$ cat src/hdl/cbn_branch_map.svh
// opcode values, field positions, reset values and counts for the conditional branch decoder
`ifndef CBN_BRANCH_MAP_SVH
`define CBN_BRANCH_MAP_SVH

// upper byte of the instruction word selects the branch
`define CBN_OP_NEG_CLEAR   8'he7
`define CBN_OP_OVF_CLEAR   8'he5

// field positions inside the 16-bit instruction word
`define CBN_OPCODE_MSB     15
`define CBN_OPCODE_LSB     8
`define CBN_OFFSET_MSB     7
`define CBN_OFFSET_LSB     0

// four phases per instruction cycle, phase index of each step
`define CBN_PHASES         4
`define CBN_PH_DECODE      2'h0
`define CBN_PH_LITERAL     2'h1
`define CBN_PH_PROCESS     2'h2
`define CBN_PH_WRITE       2'h3

// instruction cycles for a failed and a taken branch
`define CBN_CYC_NOT_TAKEN  1
`define CBN_CYC_TAKEN      2

// reset values
`define CBN_PC_RST         0
`define CBN_OFFSET_RST     8'h00

`endif

$ cat src/hdl/cbn_pkg.sv
// types shared by the conditional branch decoder
package cbn_pkg;

    // one program word as presented by fetch
    typedef struct packed {
        logic [7:0] opcode;
        logic [7:0] offset;
    } cbn_instr_t;

    // status flags that the branches test
    typedef struct packed {
        logic negative;
        logic overflow;
    } cbn_status_t;

    // which branch was decoded
    typedef enum logic [1:0] {
        kind_none,
        kind_neg_clear,
        kind_ovf_clear
    } cbn_kind_t;

    // instruction sequencing
    typedef enum logic [1:0] {
        st_wait,
        st_first,
        st_idle_cycle
    } cbn_state_t;

endpackage : cbn_pkg

$ cat src/hdl/cbn_qphase.sv
// four-phase instruction cycle generator driven by a clock divider
module cbn_qphase #(
    parameter int CLKS_PER_PHASE = 1
) (
    // clock and reset
    input  wire logic       clk,
    input  wire logic       rst_n,
    // phase outputs
    output logic [1:0]      phase,
    output logic            adv
);

    localparam int CW = (CLKS_PER_PHASE > 1) ? $clog2(CLKS_PER_PHASE) : 1;

    logic [CW-1:0] div_cnt;

    // adv marks the last clock of the current phase
    assign adv = (div_cnt == CW'(CLKS_PER_PHASE - 1));

    // divider
    always_ff @(posedge clk or negedge rst_n) begin
        if (!rst_n) begin
            div_cnt <= '0;
        end else if (adv) begin
            div_cnt <= '0;
        end else begin
            div_cnt <= div_cnt + CW'(1);
        end
    end

    // phase counter wraps Q4 back to Q1
    always_ff @(posedge clk or negedge rst_n) begin
        if (!rst_n) begin
            phase <= 2'h0;
        end else if (adv) begin
            phase <= phase + 2'h1;
        end
    end

endmodule : cbn_qphase

$ cat src/hdl/cbn_branch_core.sv
// decode and execute of the two relative branches on clear negative or clear overflow
// Operation
// - An instruction whose upper byte is e7 is branch_negative_clear, taken only when the negative flag is zero.
// - An instruction whose upper byte is e5 is branch_overflow_clear, taken only when the overflow flag is zero.
// - The low byte is a signed offset from -128 to 127.
// - The offset is doubled as a two's complement value so the displacement counts words.
// - The target is the branch address plus 2 plus the doubled offset, since the counter has already advanced.
// - Each branch is one word and takes one instruction cycle when not taken and two when taken.
`include "cbn_branch_map.svh"

module cbn_branch_core #(
    parameter int PC_W           = 21,
    parameter int CLKS_PER_PHASE = 1
) (
    // clock and reset
    input  wire logic                 clk,
    input  wire logic                 rst_n,
    // instruction from fetch, held for the whole cycle
    input  wire logic                 issue_valid,
    input  wire cbn_pkg::cbn_instr_t  instr,
    input  wire logic [PC_W-1:0]      pc_inc,
    // status flags
    input  wire cbn_pkg::cbn_status_t status,
    // program counter write
    output logic                      pc_we,
    output logic [PC_W-1:0]           pc_target,
    // sequencing
    output logic [1:0]                q_phase,
    output logic                      accept,
    output logic                      taken,
    output logic                      idle_cycle,
    output logic                      done
);

    // ==========================================================
    // phase generation
    // ==========================================================
    logic adv;

    cbn_qphase #(
        .CLKS_PER_PHASE (CLKS_PER_PHASE)
    ) u_qphase (
        .clk   (clk),
        .rst_n (rst_n),
        .phase (q_phase),
        .adv   (adv)
    );

    wire end_q1 = adv && (q_phase == `CBN_PH_DECODE);
    wire end_q2 = adv && (q_phase == `CBN_PH_LITERAL);
    wire end_q3 = adv && (q_phase == `CBN_PH_PROCESS);
    wire end_q4 = adv && (q_phase == `CBN_PH_WRITE);

    // ==========================================================
    // decode
    // ==========================================================
    cbn_pkg::cbn_state_t state;
    cbn_pkg::cbn_kind_t  kind;
    cbn_pkg::cbn_kind_t  next_kind;
    logic [7:0]          offset;
    logic [PC_W-1:0]     pc_base;
    logic                cond_ok;

    // opcode match, anything else is left to other decoders
    always_comb begin
        next_kind = cbn_pkg::kind_none;
        if (instr.opcode == `CBN_OP_NEG_CLEAR) begin
            next_kind = cbn_pkg::kind_neg_clear;
        end else if (instr.opcode == `CBN_OP_OVF_CLEAR) begin
            next_kind = cbn_pkg::kind_ovf_clear;
        end
    end

    // only sampled at Q1 of a free cycle, so the idle cycle swallows any issue
    always_ff @(posedge clk or negedge rst_n) begin
        if (!rst_n) begin
            kind   <= cbn_pkg::kind_none;
            accept <= 1'b0;
        end else begin
            accept <= 1'b0;
            if (end_q1 && state == cbn_pkg::st_wait) begin
                kind   <= issue_valid ? next_kind : cbn_pkg::kind_none;
                accept <= issue_valid && (next_kind != cbn_pkg::kind_none);
            end
        end
    end

    // Q2 reads the literal and the already advanced counter
    always_ff @(posedge clk or negedge rst_n) begin
        if (!rst_n) begin
            offset  <= `CBN_OFFSET_RST;
            pc_base <= PC_W'(`CBN_PC_RST);
        end else if (end_q2 && state == cbn_pkg::st_first) begin
            offset  <= instr.offset;
            pc_base <= pc_inc;
        end
    end

    // ==========================================================
    // process: condition and target
    // ==========================================================
    logic [PC_W-1:0] disp;

    // sign extend then shift left by one: words, not bytes
    assign disp = {{(PC_W-9){offset[7]}}, offset, 1'b0};

    // flags are only read here, never written
    always_comb begin
        cond_ok = 1'b0;
        if (kind == cbn_pkg::kind_neg_clear) begin
            cond_ok = !status.negative;
        end else if (kind == cbn_pkg::kind_ovf_clear) begin
            cond_ok = !status.overflow;
        end
    end

    // target held from Q3 until the next taken branch
    always_ff @(posedge clk or negedge rst_n) begin
        if (!rst_n) begin
            pc_target <= PC_W'(`CBN_PC_RST);
            taken     <= 1'b0;
        end else if (end_q3 && state == cbn_pkg::st_first) begin
            taken <= cond_ok;
            if (cond_ok) begin
                pc_target <= pc_base + disp;
            end
        end
    end

    // ==========================================================
    // sequencing
    // ==========================================================
    always_ff @(posedge clk or negedge rst_n) begin
        if (!rst_n) begin
            state <= cbn_pkg::st_wait;
        end else begin
            unique case (state)
                cbn_pkg::st_wait: begin
                    if (end_q1 && issue_valid && next_kind != cbn_pkg::kind_none) begin
                        state <= cbn_pkg::st_first;
                    end
                end
                cbn_pkg::st_first: begin
                    if (end_q4) begin
                        state <= taken ? cbn_pkg::st_idle_cycle : cbn_pkg::st_wait;
                    end
                end
                cbn_pkg::st_idle_cycle: begin
                    if (end_q4) begin
                        state <= cbn_pkg::st_wait;
                    end
                end
            endcase
        end
    end

    // write in Q4 only when taken; the idle cycle is a pure bubble
    always_ff @(posedge clk or negedge rst_n) begin
        if (!rst_n) begin
            pc_we      <= 1'b0;
            done       <= 1'b0;
            idle_cycle <= 1'b0;
        end else begin
            pc_we <= end_q4 && state == cbn_pkg::st_first && taken;
            done  <= end_q4 && ((state == cbn_pkg::st_first && !taken)
                                || state == cbn_pkg::st_idle_cycle);
            if (end_q4 && state == cbn_pkg::st_first && taken) begin
                idle_cycle <= 1'b1;
            end else if (end_q4) begin
                idle_cycle <= 1'b0;
            end
        end
    end

    // helper: phases since decode, and reference target
    logic [3:0]      ph_cnt;
    logic [PC_W-1:0] exp_target;
    logic [PC_W-1:0] tgt_delta;

    always_ff @(posedge clk or negedge rst_n) begin
        if (!rst_n) begin
            ph_cnt <= 4'h0;
        end else if (accept) begin
            ph_cnt <= 4'h2;
        end else if (adv && ph_cnt != 4'hf) begin
            ph_cnt <= ph_cnt + 4'h1;
        end
    end

    assign exp_target = pc_base - PC_W'(2) + PC_W'(2) + PC_W'($signed(offset) * 2);

    // distance the write moves the counter, kept apart from disp so a bad extension shows
    assign tgt_delta = pc_target - pc_base;
endmodule : cbn_branch_core

$ cat config.mk
export PLATFORM = sky130hd
export DESIGN_NAME = cbn_branch_core
export DESIGN_NICKNAME = d
export VERILOG_FILES = /design/src/hdl/cbn_pkg.sv /design/src/hdl/cbn_qphase.sv /design/src/hdl/cbn_branch_core.sv
export VERILOG_INCLUDE_DIRS = /design/src /design/src/hdl
export SDC_FILE = /design/constraint.sdc
export NUM_CORES = 1
export LEC_CHECK = 0
export ABC_CLOCK_PERIOD_IN_PS = 3000
export BUFFER_PORTS_ARGS = -buffer_cell sky130_fd_sc_hd__buf_2
export CORE_MARGIN = 3
export CORE_UTILIZATION = 30
export CTS_CLUSTER_DIAMETER = 80
export DETAILED_ROUTE_END_ITERATION = 7
export HOLD_SLACK_MARGIN = 0.12
export PLACE_DENSITY = 0.5
export SLEW_MARGIN = 20
export SYNTH_ARGS = -nofsm -noshare
export SYNTH_HDL_FRONTEND = slang
export SYNTH_SLANG_ARGS = --single-unit
export TNS_END_PERCENT = 1
$ cat constraint.sdc
create_clock -name clk -period 3 [get_ports clk]
set_clock_uncertainty 0.1 [all_clocks]
set_input_delay 0.75 -clock clk [delete_from_list [all_inputs] [get_ports clk]]
set_output_delay 0.75 -clock clk [all_outputs]
set_load 0.02 [all_outputs]
==> metrics.cfg <==
[worst_hold_path]
holdCritPathClass=in -> async

[yosys]
synth_area_per_cell_um2=10.7
synth-async-reset-ratio_pct=100
synthesis.nets=377
synth-seq-cells=61
synth_area_um2=3290
synth_cells=308
synth_top_cell_area_share_pct=46.4
synth_top_cells_by_area=sky130_fd_sc_hd__dfrtp_1, sky130_fd_sc_hd__mux2_2, sky130_fd_sc_hd__ha_1
synthDistinctLibCells=47
synth-seq-area-share_pct=46.4
synthDominantAreaCellType=sky130_fd_sc_hd__dfrtp_1
synth_edf_count=0
synthesis.yosys.warnings=0
synth_flop_cell=sky130_fd_sc_hd__dfrtp_1

[grt]
grt_start_max_net_pins=36
overflow=0
antenna_found_initial=0
global_route.usage.total_pct=12.1
first_global_vias=2485
wire_length_of_the_first_global_routing_pass_mm=12.1

[worst_setup_path]
timing.critical_path.cells=ha_1 > a21oi_1 > o22ai_1 > a21oi_4 > a2111oi_1 > or4_1 > o211ai_1
endpoint_kind=flop
crit_path_top_delay_cell=sky130_fd_sc_hd__dfrtp_1
worstPathBufferInverterCount=0
worst_setup_path_start_kind=flop
crit_fanout=14
slowest_delay_ps=650
cell_family_with_the_largest_share_of_critical_path_delay=compound AO/OA/AOI/OAI gates
cp.required_ps=3160
timing.setup.critical_path_class=reg -> reg
timing.critical_path.arrival_ps=2640

[timing]
finalWorstPathRequiredPeriod_ps=2470
finalSetupTns_ps=0
maxClockFrequency_mhz=404
timing_max_transition_violations_final=0
slew_headroom_pct=57.6
report.final.hold_viol_count=0
hold_ws_ps=325
worst_pin_slew_ps=637
setup_viol=0
rsz_0062_raised_after_global_routing=no
period_share_pct=82.5

[placement]
io_buffers=69
routabilityCongestion=0.818
place_hpwl_mm=5.39

[floorplan]
initial_core_util_pct=31.3
floorplan.die.width_um=111
core-area_um2=10500
pin_count=70
floorplan.die_area_um2=12300
fp.dieH_um=111
rows=37

[finish]
nNetsFinal=452
insertedDiodeCount=0
fillCellCount=1054
most_frequent_standard_cell_in_the_layout_excluding_fill_and_tap_cells=sky130_fd_sc_hd__buf_2
layout_common_cells=sky130_fd_sc_hd__buf_2, sky130_fd_sc_hd__dfrtp_1, sky130_fd_sc_hd__nand2_1, sky130_fd_sc_hd__mux2_2, sky130_fd_sc_hd__ha_1
area_delta_synth_final_pct=21.5
layout-drive-gt1-share_pct=31.5

[cts]
clock_sinks=61
clock-root-buffer=sky130_fd_sc_hd__clkbuf_8
post-cts-setup-buffer-count=0
clk-insertion-delay-late_ps=340
cts_repair_resize_count=0
clkTransAtPathRegs_ps=70
numCtsBuffers=9
ctsHoldBuffers=0
cts.path.max_buffers=2
htreeDepth=3
tritoncts=yes

[detailed_routing]
post_route_drc=0
via_per_inst=4.63
via_count=2424
drt_first_pass_iters=4
detailedRoute.firstIterationViolations=93
drt-total-wl_mm=7.06
wire_per_inst_um=13.5
ant_nets=0

[power_and_ir_drop]
power_per_cell_area_nw_per_um2=1100
leakagePower_nw=1.94
peakVddDrop_mv=0.326

[outcome]
outcome=finished clean

[job]
drv.max_cap_violation_count=0

-- cells in the mapped netlist, drive strengths merged (2+ instances only) --
library cell	count
o311ai	2
dfrtp	61
nand2	50
a21oi	17
clkbuf	6
nor3b	4
nor2b	3
and2	2
a31oi	2
o21ai	28
ha	26
xor2	4
o31ai	2
mux2	34
nor3	3
xnor2	11
buf	2
o21bai	5
mux2i	2
a221oi	2
nor2	6
o211ai	2
nand3	6
and3	2
inv	10
a21o	3
-- final timing paths --
kind                       slack (ps)                        end  cells after the start                   start
min                               330  pc_target[18]$_DFFE_PN0P_                      1                   rst_n
min reg2reg                       380   pc_target[0]$_DFFE_PN0P_                      1  pc_base[0]$_DFFE_PN0P_
max reg2reg                       530  pc_target[20]$_DFFE_PN0P_                      7   offset[7]$_DFFE_PN0P_
max                               530  pc_target[20]$_DFFE_PN0P_                      7   offset[7]$_DFFE_PN0P_
min in group clk                  380   pc_target[0]$_DFFE_PN0P_                      1  pc_base[0]$_DFFE_PN0P_
max in group asynchronous        1850     pc_base[4]$_DFFE_PN0P_                      2                   rst_n
-- power breakdown --
part / switching [mW] / leakage [nW] / internal, mW / total, mW
Clock: 0.308 / 0.0926 / 0.363 / 0.670
Sequential: 0.159 / 0.779 / 1.05 / 1.20
Combinational: 1.37 / 1.06 / 1.13 / 2.51
Total: 1.84 / 1.94 / 2.54 / 4.38
-- layout make-up --
type | count | area (µm²) | area share (%)
repair buffers | 72 | 380 | 9.51
clock buffers | 14 | 173 | 4.32
well taps | 136 | 170 | 4.26
multi-input cells | 229 | 1710 | 42.7
flip-flops and latches | 61 | 1530 | 38.2
clock inverters | 1 | 5.00 | 0.125
inverters | 10 | 37.5 | 0.939
-- flip-flops by register name, summed over array words and instances (netlist names) --
register	cells
pc_we	1
kind	2
taken	1
pc_base	21
idle_cycle	1
done	1
u_qphase.phase	2
pc_target	21
accept	1
state	2
offset	8
-- worst register-to-register path, stage by stage (launching register included) --
cell and delay [ps]:
sky130_fd_sc_hd__dfrtp_1 650, sky130_fd_sc_hd__ha_1 390, sky130_fd_sc_hd__a21oi_1 190, sky130_fd_sc_hd__o22ai_1 140, sky130_fd_sc_hd__a21oi_4 170, sky130_fd_sc_hd__a2111oi_1 110, sky130_fd_sc_hd__or4_1 480, sky130_fd_sc_hd__o211ai_1 160
-- cell families (layout without fill, tap and decap cells) --
kind of cell,after synthesis,after routing,synth area share [%]
fa+ha+maj,27,27,10.5
compound gates,68,68,13.2
simple gates,83,83,11.6
xor+xnor,15,15,3.99
mux,36,36,12.2
flops,61,61,46.4
buf+inv,18,97,2.09
-- metrics by stage --
step	power, mW	setup WS [ps]	util, %	instance area [µm²]	instances
floorplan	3.20	740	-	3290	308
global placement	3.72	576	36.4	3820	508
detailed placement	3.75	543	36.4	3820	508
CTS	4.44	531	38.1	4000	523
global route	4.80	374	38.1	4000	523
finish	4.38	525	38.1	4000	523
-- metal layers --
metal  routed length, µm  up-vias  global-route usage (%)
met4                 155        0                    6.40
met5                   0        -                       0
li1                    -     1243                       -
met1                3670     1116                    16.9
met2                2950       55                    17.7
met3                 275       10                    2.29
(Power assumes the default switching activity.)
